===== config.mk =====
export PLATFORM = sky130hd
export DESIGN_NAME = ser_top
export DESIGN_NICKNAME = d
export VERILOG_FILES = /design/src/shared/ser_pkg.sv /design/src/shared/ser_grp_if.sv /design/src/design/ser_group.sv /design/src/design/ser_top.sv
export SDC_FILE = /design/constraint.sdc
export NUM_CORES = 1
export LEC_CHECK = 0
export ABC_AREA = 0
export CORE_MARGIN = 4
export CORE_UTILIZATION = 40
export CTS_BUF_LIST = sky130_fd_sc_hd__clkbuf_8
export DETAILED_ROUTE_END_ITERATION = 6
export DONT_BUFFER_PORTS = 1
export PLACE_DENSITY_LB_ADDON = 0.1
export SYNTH_ARGS = -nofsm -noshare
export SYNTH_HDL_FRONTEND = slang
export SYNTH_SLANG_ARGS = --single-unit
export TNS_END_PERCENT = 10

===== constraint.sdc =====
create_clock -name clk -period 2.95 [get_ports clk]
set_input_delay 0.1475 -clock clk [delete_from_list [all_inputs] [get_ports clk]]
set_output_delay 0.1475 -clock clk [all_outputs]
set_load 0.005 [all_outputs]

===== src/shared/ser_pkg.sv =====
// Constants for the status event reporting block.
// Assumes a command interpreter that issues single-cycle register strobes.
`default_nettype none
package ser_pkg;

  // Register widths and group count
  localparam int REG_W = 16;
  localparam int SEL_W = 4;
  localparam int STB_W = 8;
  localparam int NUM_GRP = 2;

  // Group index, held in the top selector bit
  localparam int SEL_GRP_BIT = 3;
  localparam logic [0:0] GRP_OPER = 1'h0;
  localparam logic [0:0] GRP_DATA = 1'h1;

  // Register codes, low three selector bits
  localparam logic [2:0] REG_COND = 3'h0;
  localparam logic [2:0] REG_EVENT = 3'h1;
  localparam logic [2:0] REG_ENABLE = 3'h2;
  localparam logic [2:0] REG_RISE = 3'h3;
  localparam logic [2:0] REG_FALL = 3'h4;

  // Status byte positions of the group summaries
  localparam int STB_DATA_BIT = 3;
  localparam int STB_OPER_BIT = 7;

  // Power-on and preset values
  localparam logic [15:0] COND_RST = 16'h0000;
  localparam logic [15:0] EVENT_RST = 16'h0000;
  localparam logic [15:0] ENABLE_RST = 16'h0000;
  localparam logic [15:0] RISE_RST = 16'hffff;
  localparam logic [15:0] FALL_RST = 16'h0000;
  localparam logic [15:0] RDATA_RST = 16'h0000;
  localparam logic [7:0] STB_RST = 8'h00;

endpackage
`default_nettype wire


===== src/shared/ser_grp_if.sv =====
// Carrier between the top and one status group.
// Assumes one clock; all fields are same-cycle strobes or registered values.
`timescale 1ns/1ns
`default_nettype none
interface ser_grp_if;
  logic [15:0] cond_in;
  logic [15:0] wdata;
  logic wr_enable;
  logic wr_rise;
  logic wr_fall;
  logic rd_event;
  logic clear_status;
  logic preset;
  logic [15:0] cond;
  logic [15:0] event_flags;
  logic [15:0] enable;
  logic [15:0] rise_filter;
  logic [15:0] falling_filter;
  logic summary;

  modport ctl (
    output cond_in, wdata, wr_enable, wr_rise, wr_fall, rd_event, clear_status, preset,
    input cond, event_flags, enable, rise_filter, falling_filter, summary
  );
  modport grp (
    input cond_in, wdata, wr_enable, wr_rise, wr_fall, rd_event, clear_status, preset,
    output cond, event_flags, enable, rise_filter, falling_filter, summary
  );
endinterface
`default_nettype wire


===== src/design/ser_group.sv =====
// One status group: live condition, transition filters, sticky events, mask.
// Assumes strobes from the top are single-cycle and already qualified.
`timescale 1ns/1ns
`default_nettype none
module ser_group (
  // Clock and reset
  input wire logic clk,
  input wire logic rst_b,
  input wire logic ce,
  // Link to the top
  ser_grp_if.grp gi
);

  logic [15:0] cond_q;
  logic [15:0] event_q;
  logic [15:0] event_d;
  logic [15:0] enable_q;
  logic [15:0] rise_q;
  logic [15:0] fall_q;
  logic [15:0] rise_hit;
  logic [15:0] fall_hit;
  logic [15:0] event_clr;

  // Bitwise, so each event only sees its own condition bit
  assign rise_hit = gi.cond_in & ~cond_q & rise_q;
  assign fall_hit = ~gi.cond_in & cond_q & fall_q;
  assign event_clr = (gi.rd_event || gi.clear_status) ? 16'hffff : 16'h0000;
  // Set beats clear so a coincident edge survives the read
  assign event_d = (event_q & ~event_clr) | rise_hit | fall_hit;

  always_ff @(posedge clk or negedge rst_b) begin
    if (!rst_b) begin
      cond_q <= ser_pkg::COND_RST;
      event_q <= ser_pkg::EVENT_RST;
    end else if (ce) begin
      cond_q <= gi.cond_in;
      event_q <= event_d;
    end
  end

  // Only preset and writes touch these; no restore or recall input exists
  always_ff @(posedge clk or negedge rst_b) begin
    if (!rst_b) begin
      enable_q <= ser_pkg::ENABLE_RST;
      rise_q <= ser_pkg::RISE_RST;
      fall_q <= ser_pkg::FALL_RST;
    end else if (ce) begin
      if (gi.preset) begin
        enable_q <= ser_pkg::ENABLE_RST;
        rise_q <= ser_pkg::RISE_RST;
        fall_q <= ser_pkg::FALL_RST;
      end else begin
        if (gi.wr_enable) enable_q <= gi.wdata;
        if (gi.wr_rise) rise_q <= gi.wdata;
        if (gi.wr_fall) fall_q <= gi.wdata;
      end
    end
  end

  assign gi.cond = cond_q;
  assign gi.event_flags = event_q;
  assign gi.enable = enable_q;
  assign gi.rise_filter = rise_q;
  assign gi.falling_filter = fall_q;
  assign gi.summary = |(event_q & enable_q);

endmodule
`default_nettype wire


===== src/design/ser_top.sv =====
// Status event reporting: operation and data-quality groups, command port.
// Assumes condition inputs and commands come from logic on the same clock.
`timescale 1ns/1ns
`default_nettype none

// Overview of operation
// - A set falling-filter bit lets a true-to-false condition change set its event bit.
// - A set rising-filter bit lets a false-to-true condition change set its event bit.
// - Each event bit is driven only by the condition bit in the same position.
// - A set event bit stays set until an event read, clear-status or power-on.
// - The data-quality events clear on clear-status, on their own read, and at power-on.
// - Reading the condition register clears nothing, and it is zero after power-on.
// - All group registers are 16 bits; bits above read zero and are ignored on write.
// - A mask or filter write loads the integer value's binary bits.
// - A read returns the register bits as an unsigned binary-weighted integer.
// - The OR of enabled data-quality events drives status byte bit 3.
// - The OR of enabled operation events drives status byte bit 7.
// - Preset clears all masks and falling filters and sets all rising filters.
// - At power-on the falling filters are all zero.
// - At power-on the rising filters are all ones.
// - At power-on the enable masks are zero.
// - Masks and filters survive defaults-restore and save or recall.
module ser_top (
  // Clock, reset, enable
  input wire logic clk,
  input wire logic rst_b,
  input wire logic ce,
  // Live conditions
  input wire logic [15:0] oper_cond_in,
  input wire logic [15:0] data_cond_in,
  // Register command port
  input wire logic [3:0] reg_sel,
  input wire logic reg_wr,
  input wire logic reg_rd,
  input wire logic [31:0] reg_wdata,
  output logic [31:0] reg_rdata,
  output logic reg_rvalid,
  output logic reg_err,
  // Group commands
  input wire logic clear_status_command,
  input wire logic preset_command,
  // Summary
  output logic [7:0] status_byte,
  output logic oper_summary,
  output logic data_summary
);

  ser_grp_if gi [ser_pkg::NUM_GRP] ();

  logic [2:0] reg_code;
  logic grp_sel;
  logic code_valid;
  logic code_writable;
  logic wr_ok;
  logic rd_ok;
  logic bad_access;
  logic [1:0][15:0] cond_in_a;
  logic [1:0][15:0] rd_word;
  logic [1:0] grp_hit;
  logic [1:0] summary_a;
  logic [15:0] rd_sel_word;
  logic [15:0] rdata_q;
  logic rvalid_q;
  logic err_q;
  logic [7:0] stb_d;
  logic [7:0] stb_q;

  // Selector decode
  assign reg_code = reg_sel[2:0];
  assign grp_sel = reg_sel[ser_pkg::SEL_GRP_BIT];
  assign code_valid = (reg_code == ser_pkg::REG_COND) ||
                      (reg_code == ser_pkg::REG_EVENT) ||
                      (reg_code == ser_pkg::REG_ENABLE) ||
                      (reg_code == ser_pkg::REG_RISE) ||
                      (reg_code == ser_pkg::REG_FALL);
  // Condition and event are read-only; writing them is refused
  assign code_writable = (reg_code == ser_pkg::REG_ENABLE) ||
                         (reg_code == ser_pkg::REG_RISE) ||
                         (reg_code == ser_pkg::REG_FALL);
  // A write and read together is ambiguous, so both are refused
  assign wr_ok = reg_wr && !reg_rd && code_writable;
  assign rd_ok = reg_rd && !reg_wr && code_valid;
  assign bad_access = (reg_wr || reg_rd) && !wr_ok && !rd_ok;

  assign cond_in_a[0] = oper_cond_in;
  assign cond_in_a[1] = data_cond_in;

  genvar g;
  generate
    for (g = 0; g < ser_pkg::NUM_GRP; g++) begin : grp
      assign grp_hit[g] = (grp_sel == 1'(g));
      assign gi[g].cond_in = cond_in_a[g];
      // Upper data bits are dropped here
      assign gi[g].wdata = reg_wdata[15:0];
      assign gi[g].wr_enable = wr_ok && grp_hit[g] && (reg_code == ser_pkg::REG_ENABLE);
      assign gi[g].wr_rise = wr_ok && grp_hit[g] && (reg_code == ser_pkg::REG_RISE);
      assign gi[g].wr_fall = wr_ok && grp_hit[g] && (reg_code == ser_pkg::REG_FALL);
      // Event read clears the group's events
      assign gi[g].rd_event = rd_ok && grp_hit[g] && (reg_code == ser_pkg::REG_EVENT);
      assign gi[g].clear_status = clear_status_command;
      assign gi[g].preset = preset_command;
      assign summary_a[g] = gi[g].summary;
      assign rd_word[g] = (reg_code == ser_pkg::REG_COND) ? gi[g].cond :
                          (reg_code == ser_pkg::REG_EVENT) ? gi[g].event_flags :
                          (reg_code == ser_pkg::REG_ENABLE) ? gi[g].enable :
                          (reg_code == ser_pkg::REG_RISE) ? gi[g].rise_filter :
                          (reg_code == ser_pkg::REG_FALL) ? gi[g].falling_filter :
                          16'h0000;

      ser_group u_group (
        .clk(clk),
        .rst_b(rst_b),
        .ce(ce),
        .gi(gi[g])
      );
    end
  endgenerate

  assign rd_sel_word = grp_sel ? rd_word[1] : rd_word[0];

  // Event read returns the pre-clear value, captured this edge
  always_ff @(posedge clk or negedge rst_b) begin
    if (!rst_b) begin
      rdata_q <= ser_pkg::RDATA_RST;
      rvalid_q <= 1'h0;
      err_q <= 1'h0;
    end else if (ce) begin
      if (rd_ok) rdata_q <= rd_sel_word;
      rvalid_q <= rd_ok;
      err_q <= bad_access;
    end
  end

  // Status byte, only bits 3 and 7 belong to this block
  always_comb begin
    stb_d = ser_pkg::STB_RST;
    stb_d[ser_pkg::STB_DATA_BIT] = summary_a[1];
    stb_d[ser_pkg::STB_OPER_BIT] = summary_a[0];
  end

  always_ff @(posedge clk or negedge rst_b) begin
    if (!rst_b) begin
      stb_q <= ser_pkg::STB_RST;
    end else if (ce) begin
      stb_q <= stb_d;
    end
  end

  // Unsigned zero-extended word; bits above 15 read zero
  assign reg_rdata = {16'h0000, rdata_q};
  assign reg_rvalid = rvalid_q;
  assign reg_err = err_q;
  assign status_byte = stb_q;
  assign oper_summary = stb_q[ser_pkg::STB_OPER_BIT];
  assign data_summary = stb_q[ser_pkg::STB_DATA_BIT];

endmodule
`default_nettype wire


# Word-level counts from Yosys, hierarchy flattened
# Cells that the tools add are included.
[totals] out_inout_bits=44 reg_bits=180 elab_cells=113
[classes] n_eq_ne=4 n_reduce_logical=47 mux=25 bitwise=23
[ops] op="16-bit 2-to-1 mux" n=25
[ops] op="16-bit bitwise AND" n=12
[ops] op="16-bit NOT" n=6
[ops] op="16-bit bitwise OR" n=4
[ops] op="16-bit OR reduction" n=2
[ops] op="1-bit logical AND" n=18
[ops] op="2-bit AND reduction" n=7
[ops] op="2-bit nonzero test" n=6
[ops] op="1-bit logical OR" n=9
[ops] op="3-bit by 2-bit == test with 1-bit output, second input constant" n=2
[ops] op="1-bit zero test" n=4
[ops] op="3-bit by 1-bit == test with 1-bit output, second input constant" n=1
[ops] op="3-bit == test, second input constant" n=1
[ops] op="3-bit zero test" n=1
[ops] op="1-bit NOT" n=1

# Longest topological paths before layout
# Gate-level depths: netlist (run 1).
[depth] word_depth=14 mapped_depth=7 depth_no_buf=4

# By module
# From an unflattened synthesis (run 1), not the netlist that was laid out.
[unflattened] cells_unflattened=1010 hier_area_um2=9629.2
[modules_own_cells] mod="ser_group" area_each_um2=3462.1 instances=2 cells_per_inst=319 seq_area_each_um2=2021.9
[modules_own_cells] mod="ser_top" area_each_um2=2705.1 instances=1 cells_per_inst=372 seq_area_each_um2=500.5

# Least setup slack after synthesis (run 1)
# Ideal clock, no wire load.
[synth_path] path_type="input-to-reg" start="in reg_wr" end="reg grp[0].u_group.enable_q[10]" setup_ns=0.125 arrival_ns=1.407 required_ns=2.825 path_slack_ns=1.418 path_stages=7 n_path_buf=3 cell_sequence="clkbuf_1 and4bb_2 a21oi_1 nor2b_1 buf_2 buf_6 mux2_2"
[synth_via] elab_chain_len=6
[synth_lines] item="from (decl)" line="ser_top.sv:33" source="input wire logic reg_wr,"
[synth_lines] item="1-bit logical AND (2 in series)" line="ser_top.sv:81" source="assign wr_ok = reg_wr && !reg_rd && code_writable;"
[synth_lines] item="1-bit logical AND (2 in series)" line="ser_top.sv:95" source="assign gi[g].wr_enable = wr_ok && grp_hit[g] && (reg_code == ser_pkg::REG_ENABLE);"
[synth_lines] item="2-bit nonzero test (no source line)"
[synth_lines] item="2-bit AND reduction (no source line)"
[synth_lines] item="to (signal assigned)" line="ser_group.sv:44" source="enable_q <= ser_pkg::ENABLE_RST;"
[synth_lines] item="to (signal assigned)" line="ser_group.sv:49" source="enable_q <= ser_pkg::ENABLE_RST;"
[synth_lines] item="to (signal assigned)" line="ser_group.sv:53" source="if (gi.wr_enable) enable_q <= gi.wdata;"
[synth_lines] item="to (decl)" line="ser_group.sv:17" source="logic [15:0] enable_q;"
# Every way passes these cells.
# A chain may end at the register's enable or synchronous reset.

# Worst setup path after layout (run 1)
[layout_path] start="in reg_rd" end="reg grp[0].u_group.event_q[0]"
[layout_via] elab_chain_len=10
[layout_lines] item="from (decl)" line="ser_top.sv:34" source="input wire logic reg_rd,"
[layout_lines] item="1-bit logical AND (2 in series)" line="ser_top.sv:82" source="assign rd_ok = reg_rd && !reg_wr && code_valid;"
[layout_lines] item="1-bit logical AND (2 in series)" line="ser_top.sv:99" source="assign gi[g].rd_event = rd_ok && grp_hit[g] && (reg_code == ser_pkg::REG_EVENT);"
[layout_lines] item="1-bit logical OR" line="ser_group.sv:27" source="assign event_clr = (gi.rd_event || gi.clear_status) ? 16'hffff : 16'h0000;"
[layout_lines] item="16-bit 2-to-1 mux" line="ser_group.sv:27"
[layout_lines] item="16-bit NOT" line="ser_group.sv:29" source="assign event_d = (event_q & ~event_clr) | rise_hit | fall_hit;"
[layout_lines] item="16-bit bitwise AND" line="ser_group.sv:29"
[layout_lines] item="16-bit bitwise OR (2 in series)" line="ser_group.sv:29"
[layout_lines] item="to (signal assigned)" line="ser_group.sv:34" source="event_q <= ser_pkg::EVENT_RST;"
[layout_lines] item="to (signal assigned)" line="ser_group.sv:37" source="event_q <= event_d;"
[layout_lines] item="to (decl)" line="ser_group.sv:15" source="logic [15:0] event_q;"
# Every way passes these cells.

==> results summary, run 1 <==
The run finished, with violations left. The final reports fail on hold timing. The cell area after synthesis is 9250 um^2. The number of H-tree levels came out at 4. Once the clock tree was built, the setup fixing pass inserted 0 buffers. The number of nets still failing antenna checks after routing came out at 0. Among all flip-flop cells after synthesis, the most frequent one is dfrtp_1.

The upper clock frequency limit is around 530 MHz. The first-pass GRT wire length came out at 43,300 um. The TritonCTS clock tree is built. The remaining routing DRC violations came out at 0. Hold timing on the final database bottoms out at a slack of -0.630 ns. The setup total negative slack is 0 ns. Once placement finished, the instance area stood at 9310 um^2. At the worst endpoint, the required time is 3.36 ns. The number of top-level design ports is 119. The routability congestion estimate from global placement is 0.865. The length of the first detailed-routing pass in iterations came out at 5. Counting I/O delays and the setup requirement, the final critical path takes 1.87 ns.

The transition time at the pin with the least slew margin came out at 1.02 ns. The final critical path takes up 63.4% of the cycle. The number of cells traversed by the worst register-to-register path is 3. The critical setup path kind is in -> reg.

The slowest stage of the critical path is the o31a_1 cell. The number of slew-limit violations in the final report came out at 0. Summing all non-filler instances in the final layout gives an area of about 10,000 um^2. The horizontal die dimension came out at 160 um. The estimated wirelength of the detail-placed design is 18,600 um. During synthesis, Yosys emitted a total of 0 warnings. The tightest min-delay check is of the in -> async type.

After synthesis, the mean cell area works out to 11.5 um^2. After clock tree synthesis, the repair step resized 0 gates. Global routing used between 20% and 30% of the available tracks across all layers.

Buffers placed on the I/O ports in this run total 0. The CTS buffer count is 17. The number of filler instances in the final layout came out at around 2,200. The detailed router's first-iteration violation count came out at 477.

The post-synthesis cell type count came out at 41. In this run the clock root is driven by a clkbuf_8. The post-synthesis cell count came out at 806.

VDD sags by at most ~0.28 mV. Yosys mapped a number of flops with a built-in enable equal to 0. The clock drives 180 sinks.

The synthesis-to-layout area growth came out at 11.2%. The total power density per cell area is 553 nW/um^2. The final worst clock skew came out at 0.0154 ns.

The die boundary height came out at 160 um. The routed wirelength normalized by instance count came out at 25.1 um. The post-layout instance count excluding filler cells came out at roughly 1,100. The initial antenna violation count came out at 0.

The sequential cell area fraction in the yosys report came out at 49.1%. The clock insertion delay at the later pin of the skew report came out at around 0.47 ns. The number of setup violations in the final report came out at 0. The sequential cell area in the final layout came out at 4540 um^2. At the worst endpoint, the arrival time is ~2.3 ns. The count of placed standard cells including taps came out at 1,046. The repair_antennas step left the layout with diodes totalling 0. For this run, asynchronously set or reset flops after synthesis account for 100%. The placement row count came out at 55. The vias after detailed routing came out at 6,698. The number of maximum-capacitance violations is 0.

The ratio of routed vias to standard cells is around 6. The signal on the critical path passes through dlygate4sd3_1, nand4_2, buf_4, o31a_1, a22o_1. The post-synthesis sequential element count is 180. The final core utilization came out at approximately 45%.

The number of hold buffers added after cts is 57. For this run, the slowest stage of the critical path takes 0.80 ns. STA classifies the critical path endpoint as a register.

The total area of multi-input combinational cells is 4300 um^2. The starting utilization of the core area came out at 40.7%. In the final layout, the share of cells above drive strength 1 is 22.2%.

The total congestion overflow after global routing came out at 0. The number of global-route vias before repair is 6,968. The sort of element at the start of the critical path is an input pin. The pin count of the biggest net entering global routing is ~180. The longest clock path from root to sink contains 2 buffers. The area of the core is ~23,000 um^2.

The number of hold violations in the final report came out at 180. Setup repair after global routing left no endpoint under its margin. Clock-pin slew was measured on the worst setup and hold paths at 0.10 ns. The leakage power of the design is 4.31 nW. After the last flow step, the layout net total stands at 912. The overall die area is 25,600 um^2. The total routed wirelength came out at roughly 28,000 um. The highest net fanout along the worst path came out at 26. In this run the tightest slew margin relative to its limit is 31.6%.
## worst max-delay path: cells and delay by family
family | cells | cell delay, ns
simple gates | 1 | 0.18
buf+inv | 2 | 0.88
compound gates | 2 | 1.06
## registers in the layout, summed over array words and instances (netlist names)
name / cells
grp.u_group.gi.cond: 32
grp.u_group.gi.enable: 32
grp.u_group.gi.event_flags: 32
grp.u_group.gi.falling_filter: 32
grp.u_group.gi.rise_filter: 32
rdata_q: 16
status_byte: 2
reg_err: 1
reg_rvalid: 1
## logic make-up after synthesis
kind of cell / Yosys count / synth area share, %
other: 1 / 0.0405
AO/OA/AOI/OAI: 224 / 17.1
buffers and inverters: 85 / 5.29
AND/OR/NAND/NOR: 154 / 9.66
multiplexers: 162 / 18.8
flip-flops: 180 / 49.1
## cell type report
type / count / share of cell area (%)
clock buffer: 18 / 2.41
inverter: 8 / 0.292
multi-input combinational: 562 / 41.8
tap: 285 / 3.47
timing repair buffer: 68 / 6.52
sequential: 180 / 44.2
clock inverter: 14 / 1.40
## metal layers
layer  routed length [um]  vias to the layer above  GRT usage (%)
met3                 1510                       26           4.36
met1                12200                     3454           28.9
met4                  521                        0           5.55
met5                    0                        -              0
met2                14200                      205           38.0
li1                     -                     3013              -
## power breakdown
group          leakage, nW  switching (W)  total, W  internal (W)
Sequential            2.23       0.000308   0.00312       0.00281
Clock                0.198       0.000996   0.00172      0.000720
Combinational         1.88       0.000394  0.000855      0.000460
## path summary, 6_finish.rpt
check | startpoint | end | slack [ns]
max reg2reg | grp[1].u_group.gi.falling_filter[15]$_DFFE_PN0P_ | grp[1].u_group.gi.falling_filter[15]$_DFFE_PN0P_ | 1.54
min reg2reg | grp[1].u_group.gi.falling_filter[13]$_DFFE_PN0P_ | grp[1].u_group.gi.falling_filter[13]$_DFFE_PN0P_ | 0.53
min | rst_b | grp[1].u_group.gi.cond[1]$_DFFE_PN0P_ | -0.63
min in group clk | data_cond_in[6] | grp[1].u_group.gi.event_flags[6]$_DFFE_PN0P_ | 0.03
max | reg_rd | grp[0].u_group.gi.event_flags[0]$_DFFE_PN0P_ | 1.08
max in group asynchronous | rst_b | grp[0].u_group.gi.rise_filter[9]$_DFFE_PN1P_ | 3.22
## synth_stat cells (all sizes together), types with 5 or more instances
cell	instances	share of area, %
a21oi	5	0.27
nand2b	16	1.1
o22ai	18	1.2
or2	17	1.1
nand3b	34	2.8
dfstp	32	9.1
nand2	52	2.1
o21ai	84	4.6
inv	8	0.32
dfrtp	148	40
mux2	96	12
nor2b	20	1.4
o2bb2ai	58	5.5
clkbuf	24	0.97
a221oi	6	0.57
mux2i	66	7.1
a22o	38	3.6
buf	53	4.0
## metrics by stage
stage	total power (W)	hold slack [ns]	setup WS (ns)
finish	0.00569	-0.630	1.08
global route	0.00596	-0.670	0.986
CTS	0.00575	-0.664	1.10
detailed placement	0.00392	-0.138	0.987
global placement	0.00389	-0.141	0.980
floorplan	0.00372	-0.148	1.42
## cells in the final DEF (no fill, tap or decap), types with 11 or more instances in the layout
| cell | netlist | routed |
|---|---|---|
| dfrtp_1 | 148 | 148 |
| mux2_2 | 91 | 91 |
| o21ai_0 | 79 | 79 |
| mux2i_1 | 66 | 66 |
| o2bb2ai_1 | 58 | 58 |
| dlygate4sd3_1 | 0 | 56 |
| nand2_1 | 51 | 51 |
| a22o_1 | 38 | 38 |
| nand3b_1 | 34 | 34 |
| dfstp_2 | 32 | 32 |
| conb_1 | 1 | 22 |
| nor2b_1 | 20 | 20 |
| o22ai_1 | 18 | 18 |
| clkbuf_8 | 0 | 18 |
| or2_2 | 17 | 17 |
| nand2b_1 | 16 | 16 |
| buf_4 | 30 | 11 |
No activity file was read; power rests on OpenSTA's default activity.
==> inputs of run 2 (changes only) <==
- clock period: 2.95 -> 1.9 ns (I/O delays scaled with it)
==> run 2 against run 1 <==
The flow still finishes with violations (hold timing); critical path type unchanged; die area did not move; register-to-register slack got worse by 0.96 ns; critical endpoint is now rdata_q[3]$_DFFE_PN0P_; combinational power rose by 56%; sequential share of layout area fell by 0.11 points; final cell count barely moved; power rose by 57%; critical path depth fell by 1; highest routed layer is now met5; sequential power rose by 56%; worst setup slack got worse by 0.53 ns.
==> results summary, run 2 (synthesis results as in run 1) <==
The remaining routing DRC violations came out at 0 (unchanged). The post-layout instance count excluding filler cells is 1,136 (+0.088%). The worst setup path is of the in -> reg kind. The routability congestion estimate from global placement is 0.837 (-3.3%).

The setup total negative slack is 0 ns (unchanged). Leaving out fill and tap cells, the most frequent cell in the layout is dfrtp_1. The endpoint of the most critical setup path is rdata_q[3]$_DFFE_PN0P_. The final worst clock skew is 0.0176 ns (+0.00217 ns).

The synthesis-to-layout area growth came out at 11.5%. The estimated wirelength of the detail-placed design came out at 18,700 um (+0.80%). STA classifies the critical path endpoint as a register. The worst register-to-register path ends at grp[1].u_group.gi.falling_filter[15]$_DFFE_PN0P_. The routed wirelength normalized by instance count came out at 24.5 um (-2.1%).

The maximum root-to-sink buffer count came out at 2 (unchanged). The initial antenna violation count is 2 (+2). The proportion of layout cells with a drive suffix above 1 came out at 22.5% (+0.24 points). The number of global-route vias before repair came out at 6,935 (-0.47%). The clock transition at the registers of the reported paths came out at 0.10 ns (about the same). The global-route usage over all layers came out at 22.0% (-0.15 points). The area of all placed cells without fillers came to 10,300 um^2 (+0.24%). The pin count of the biggest net entering global routing came out at 181 (unchanged). The signal arrival time at the worst endpoint came out at 1.70 ns (-0.58 ns). The ratio of routed vias to standard cells is 5.84 (-1.1%). The overall die area came to 25,600 um^2 (unchanged).

The first-pass GRT wire length is 43,000 um (-0.69%). The count of placed standard cells including taps came out at 1,047 (+0.096%). The register-to-register path setup slack came out at 0.58 ns (-0.96 ns). The starting utilization of the core area was 40.7% (unchanged). The detailed router's first-iteration violation count is 556 (+17%). The vias after detailed routing came to 6,632 (-0.99%). The sink count of the clock tree came out at 180 (unchanged).

The total power density per cell area is 865 nW/um^2 (+56%). In this run the worst setup path begins at reg_sel[3]. The horizontal die dimension is 160 um (unchanged). The highest net fanout along the worst path came to 16 (-38%). The number of slew-limit violations in the final report was 0 (unchanged).

CTS placed an instance of clkbuf_8 at the clock tree root. The leakage power of the design came to 4.32 nW (+0.30%). The headroom to the max-slew limit came out at 35.4% (+3.8 points). The transition time at the pin with the least slew margin was 0.969 ns (-0.0542 ns). The number of maximum-capacitance violations was 0 (unchanged). The number of setup violations in the final report came out at 0 (unchanged). The placement row count was 55 (unchanged). The count of buffers inserted at the top-level ports came out at 0 (unchanged). TritonCTS built the clock tree. The post-layout net count is 912 (unchanged). The number of hold violations in the final report came out at 180 (unchanged).

The clock insertion delay at the later pin of the skew report came out at 0.47 ns (about the same). The number of top-level design ports was 119 (unchanged). The worst path in the final design needs a cycle of 1.35 ns, including I/O delays and setup. The library cells used most frequently in the layout, excluding fill and tap cells, are dfrtp_1, mux2_2, o21ai_0. The number of hold buffers added after cts came out at 56 (-1.8%). The placed instance area came out at 9320 um^2 (about the same). The CTS buffer count came out at 17 (unchanged). The length of the first detailed-routing pass in iterations is 5 (unchanged). The worst flop-to-flop path startpoint is grp[1].u_group.gi.falling_filter[15]$_DFFE_PN0P_. The final reports fail on hold timing. The total congestion overflow after global routing came to 0 (unchanged).

The number of nets still failing antenna checks after routing came out at 0 (unchanged). The area of the core is 22,700 um^2 (unchanged). The die boundary height came out at 160 um (unchanged). Setup repair after global routing left no endpoint under its margin. The total design power is 0.00892 W (+57%). After layout, the worst path uses 71.0% of the clock period. The worst hold path belongs to the class in -> async. The required time of the critical path came out at 2.25 ns (-1.11 ns). The number of H-tree levels is 4 (unchanged). The maximum vdd ir drop came out at 0.414 mV (+48%). The run finished, with violations left. The total routed wirelength is 27,900 um (-2.0%).

The upper clock frequency limit came out at ~740 MHz. The number of cells traversed by the worst register-to-register path is 3 (unchanged). The hold slack is -0.688 ns (-0.0578 ns). STA classifies the critical path startpoint as an input pin.
## run 2: cell types whose count changed in the layout (fill, tap and decap cells not counted)
cell / change
clkbuf_8: +2
dlygate4sd3_1: -2
inv_6: +3
buf_4: +1
clkinv_4: -2
inv_8: -1
buf_12: +1
diode_2: +1
clkinv_2: -2
## run 2: where the power goes
| group | internal (W) | switching (W) |
|---|---|---|
| registers | 0.00437 | 0.000489 |
| logic | 0.000719 | 0.000607 |
| clock network | 0.00120 | 0.00154 |
| total | 0.00628 | 0.00264 |
## run 2: stage by stage
| step | hold slack, ns | worst slack, ns | utilization (%) |
|---|---|---|---|
| after floorplan | -0.201 | 0.420 | - |
| after global placement | -0.193 | 0.336 | 41.0 |
| after detailed placement | -0.192 | 0.312 | 41.0 |
| after CTS | -0.717 | 0.572 | 45.4 |
| after global routing | -0.730 | 0.481 | 45.4 |
| final | -0.688 | 0.552 | 45.4 |
## run 2: worst min-delay path by stage
| stage | start | endpoint | slack (ns) |
|---|---|---|---|
| after floorplan | rst_b | grp[0].u_group.gi.cond[0]$_DFFE_PN0P_ | -0.20 |
| after global placement | rst_b | grp[1].u_group.gi.cond[1]$_DFFE_PN0P_ | -0.19 |
| after detailed placement | rst_b | grp[1].u_group.gi.cond[1]$_DFFE_PN0P_ | -0.19 |
| after CTS | rst_b | grp[1].u_group.gi.cond[12]$_DFFE_PN0P_ | -0.72 |
| after global routing | rst_b | grp[0].u_group.gi.event_flags[1]$_DFFE_PN0P_ | -0.73 |
| final | rst_b | rdata_q[3]$_DFFE_PN0P_ | -0.69 |
## run 2: critical path: stages
cell and delay, ns:
dlygate4sd3_1 1.00, o21ai_0 0.19, o22ai_1 0.29, o21ai_0 0.11
## run 2: routing by layer
layer / wire [um] / global-route usage, % / vias up
met5: 7 / 0 / -
met4: 479 / 5.44 / 2
met3: 1530 / 5.65 / 27
met2: 14400 / 38.4 / 162
met1: 11500 / 27.3 / 3433
li1: - / - / 3008
## run 2: repair_timing
action / CTS / global route
setup buffers: 0 / 0
hold endpoints to repair: 359 / 180
resized for setup: 0 / 0
## run 2: area by class of cell
type,instances,area [um^2]
antenna,1,2.50
fill,2137,12400
clock buffer,20,275
clock inverter,12,131
timing repair buffer,68,678
sequential,180,4540
inverter,8,30.0
tap,285,357
multi-input combinational,562,4300
==> inputs of run 3 (changes only) <==
- ABC_AREA: 0 -> 1
- clock period: 1.9 -> 1.1 ns (I/O delays scaled with it)
==> run 3 against run 2 <==
The run ends with hold timing, setup timing left; combinational power up 140%; synthesized cell count up 74%; final cell count up 64%; sequential share of layout area down 6.1 points; power up 80%; worst hold slack worse by 0.041 ns; area after synthesis up 7.2%; worst setup slack worse by 0.57 ns; clock power up 65%; wire length up 20%; clock skew down 0.0019 ns; via count up 41%.
==> results summary, run 3 <==
STA classifies the critical path startpoint as an input pin. The register-to-register path setup slack is -0.01 ns (-0.59 ns). In the post-synthesis netlist, the cell with the most instances is nand2_1. The number of cells traversed by the worst register-to-register path came to 6 (+3).

The internal cell power is 0.0109 W (+73%). The maximum vdd ir drop came out at 0.713 mV (+72%). The pre-CTS worst setup slack is -0.114 ns (-0.427 ns). The number of top-level design ports came out at 119 (unchanged). The highest net fanout along the worst path is 37 (+21). The hold slack is -0.729 ns (-0.0412 ns). The proportion of layout cells with a drive suffix above 1 came out at 14.8% (-7.7 points). The post-synthesis cell type count is 29 (-29%).

The setup total negative slack came out at -0.0456 ns (-0.0456 ns). The path class of the tightest hold or removal check is in -> async. The overall die area was 27,400 um^2 (+6.8%). The clock insertion delay at the later pin of the skew report came out at 0.47 ns (about the same). The TritonCTS clock tree is built. The first-pass GRT wire length is 51,600 um (+20%).

The upper clock frequency limit came out at about 900 MHz. The number of maximum-capacitance violations is 0 (unchanged). The clock transition at the registers of the reported paths came to 0.10 ns (about the same).

The estimated wirelength of the detail-placed design is 22,600 um (+21%). By startpoint and endpoint, the worst setup path is classified as in -> reg. The global-route usage over all layers came out at 25.1% (+3.1 points). The sequential cell area fraction in the yosys report is 45.8% (-3.3 points). By count the netlist is led by nand2_1, nor2_1, nand3_1. The total of warnings raised by yosys is 0 (unchanged). The biggest area contributor in the post-synthesis netlist is dfrtp_1.

The signal arrival time at the worst endpoint was 1.53 ns (-0.17 ns). The cell area after synthesis came to 9910 um^2 (+7.2%). The post-synthesis cell count is 1,405 (+74%). The number of nets still failing antenna checks after routing came to 0 (unchanged). The worst setup path is captured at a register. The post-layout net count came out at 1,600 (+75%). The routability congestion estimate from global placement came out at 0.937 (+12%). The number of slew-limit violations in the final report came out at 0 (unchanged). The total routed wirelength is 33,500 um (+20%). Leaving out fill and tap cells, the most frequent cells in the layout are nand2_1, nor2_1, nand3_1. The post-synthesis sequential element count is 180 (unchanged). The part of the total power dissipated in sequential elements came to 52.0% (-2.4 points).

The share of flip-flops with an asynchronous set or reset is 100% (unchanged). The sequential cell area in the final layout came to 4550 um^2 (about the same). The fraction of synthesized cell area taken by the top area cell type came out at 37.4% (-2.7 points). The final period demand of the worst path came out at 1.12 ns.

The total power density per cell area is 1340 nW/um^2 (+55%). The per-instance average area after synthesis came out at 7.06 um^2 (-39%). The starting utilization of the core area is 40.8% (about the same).

The buffer type at the clock tree root is clkbuf_8. The synthesis-to-layout area growth came out at 20.8%. The number of filler instances in the final layout is 2,480 (+16%). The length of the first detailed-routing pass in iterations is 5 (unchanged). The required time of the critical path came out at 1.51 ns (-0.74 ns). The vias after detailed routing is 9,373 (+41%). The remaining routing DRC violations is 0 (unchanged). The number of hold violations in the final report came out at 356 (+98%). The number of inserted diodes is 0 (-1).

The worst flop-to-flop path startpoint is grp[1].u_group.gi.rise_filter[7]$_DFFE_PN1P_. The commonest non-fill, non-tap cell in the layout is nand2_1. The pin count of the biggest net entering global routing was 207 (+14%). The CTS buffer count is 17 (unchanged).

The maximum root-to-sink buffer count was 2 (unchanged). The total congestion overflow after global routing is 0 (unchanged). In the post-synthesis netlist, the biggest area contributors are dfrtp_1, nand2_1, nand3_1. The number of H-tree levels is 4 (unchanged). Setup repair after global routing could not meet its margin everywhere. The headroom to the max-slew limit is 63.4% (+28 points). The run finished, with violations left. In this run the critical register-to-register path is captured at rdata_q[7]$_DFFE_PN0P_. The ratio of routed vias to standard cells is 5.03 (-14%).

The final worst clock skew is 0.0156 ns (-0.00193 ns). The die boundary height is 165 um (+3.3%). The total area of multi-input combinational cells came to 4600 um^2 (+7.0%). After layout, the worst path uses 101% of the clock period. The switching share of total power is 32.1% (+2.5 points). The number of global-route vias before repair came out at 8,979 (+29%). The number of synthesized flops with an enable pin was 0 (unchanged). The leakage power of the design is 6.25 nW (+45%). The count of buffers inserted at the top-level ports came out at 0 (unchanged).

The switching power was 0.00514 W (+95%). The horizontal die dimension is 165 um (+3.3%). The initial antenna violation count is 0 (-2).

The placement row count is 57 (+3.6%). The setup slack after layout is -0.0159 ns (-0.568 ns). The final reports fail on hold timing, setup timing. The number of setup violations in the final report is 5 (+5). The detailed router's first-iteration violation count came to 722 (+30%). The part of the power in the clock network is 28.3% (-2.4 points). The area of the core came to 24,300 um^2 (+7.1%). The sink count of the clock tree came out at 180 (unchanged). The routed wirelength normalized by instance count is 18.0 um (-27%).

The portion of total power attributed to combinational logic is 19.7% (+4.8 points). In the synthesized netlist the dominant register cell turns out to be dfrtp_1. The transition time at the pin with the least slew margin came out at 0.547 ns (-0.422 ns).
[run 3: cell types whose count changed after synthesis, moves of 30 or more]
| cell | change |
|---|---|
| o2bb2ai_1 | -58 |
| a31oi_1 | +30 |
| mux2_2 | -91 |
| a22o_1 | -38 |
| nor2_1 | +180 |
| nand3_1 | +182 |
| nand2_1 | +475 |
| mux2i_1 | -66 |
| nand3b_1 | -33 |
| inv_1 | +93 |
[run 3: critical path, cell delays in order]
cell and delay (ns):
nor2_4 0.04, buf_4 0.15, nor2_8 0.17, nand4_1 0.11, nand2_2 0.14, buf_4 0.16, nand3_1 0.06, dlygate4sd3_1 0.55
nand2_1 0.07
[run 3: routing by layer]
| metal | part of all wire [%] | wire length (um) | vias up | GRT usage [%] |
|---|---|---|---|---|
| met2 | 45 | 15100 | 284 | 39.4 |
| li1 | - | - | 4633 | - |
| met5 | 0 | 0 | - | 0 |
| met4 | 2.8 | 941 | 0 | 7.95 |
| met1 | 45 | 15200 | 4408 | 34.6 |
| met3 | 6.9 | 2320 | 48 | 5.91 |
[run 3: through the flow]
stage	utilization, %	total power, W	std cells	instance area [um^2]
global placement	44.3	0.0113	1762	10800
global route	49.3	0.0170	1862	12000
floorplan	-	0.0102	1426	10000
detailed placement	44.3	0.0113	1762	10800
CTS	48.7	0.0160	1859	11800
finish	49.3	0.0160	1862	12000
[run 3: what timing repair did]
action | in CTS | in global routing
cloned | 0 | 0
setup buffers | 0 | 3
resized for setup | 12 | 50
setup endpoints to repair | 8 | 49
hold endpoints to repair | 360 | 356
pin swaps | 3 | 14
hold buffers | 65 | 1
[run 3: logic make-up after synthesis]
group | synth area share (%)
buf+inv | 9.64
flops | 45.8
other cells | 0.0378
compound gates | 5.77
simple gates | 38.7
[run 3: worst max path at each step]
stage	start	endpoint	slack (ns)	cells past startpoint
2_1_floorplan	ce	grp[0].u_group.gi.enable[15]$_DFFE_PN0P_	-0.004	6
3_3_place_gp	grp[1].u_group.gi.event_flags[15]$_DFFE_PN0P_	status_byte[3]$_DFFE_PN0P_	-0.13	6
3_5_place_dp	reg_sel[0]	grp[1].u_group.gi.enable[9]$_DFFE_PN0P_	-0.11	8
4_1_cts	grp[1].u_group.gi.event_flags[0]$_DFFE_PN0P_	status_byte[3]$_DFFE_PN0P_	-0.004	6
5_1_grt	grp[1].u_group.gi.event_flags[0]$_DFFE_PN0P_	status_byte[3]$_DFFE_PN0P_	-0.09	6
6_report	reg_sel[2]	grp[1].u_group.gi.rise_filter[15]$_DFFE_PN1P_	-0.02	9
[run 3: area by class of cell]
type                    instances  share of cell area [%]
clock buffers                  18                    2.07
clock inverters                14                    1.09
inverters                     104                    3.26
multi-input cells            1049                    38.4
flip-flops and latches        180                    37.9
well taps                     324                    3.38
repair buffers                173                    13.9
[run 3: power groups by stage]
| stage | logic (W) | clock network, W | registers, W |
|---|---|---|---|
| 6_report | 0.00316 | 0.00453 | 0.00834 |
| 5_1_grt | 0.00357 | 0.00489 | 0.00849 |
| 4_1_cts | 0.00309 | 0.00462 | 0.00834 |
| 3_5_place_dp | 0.00286 | 0 | 0.00845 |
| 3_3_place_gp | 0.00284 | 0 | 0.00845 |
| 2_1_floorplan | 0.00200 | 0 | 0.00822 |
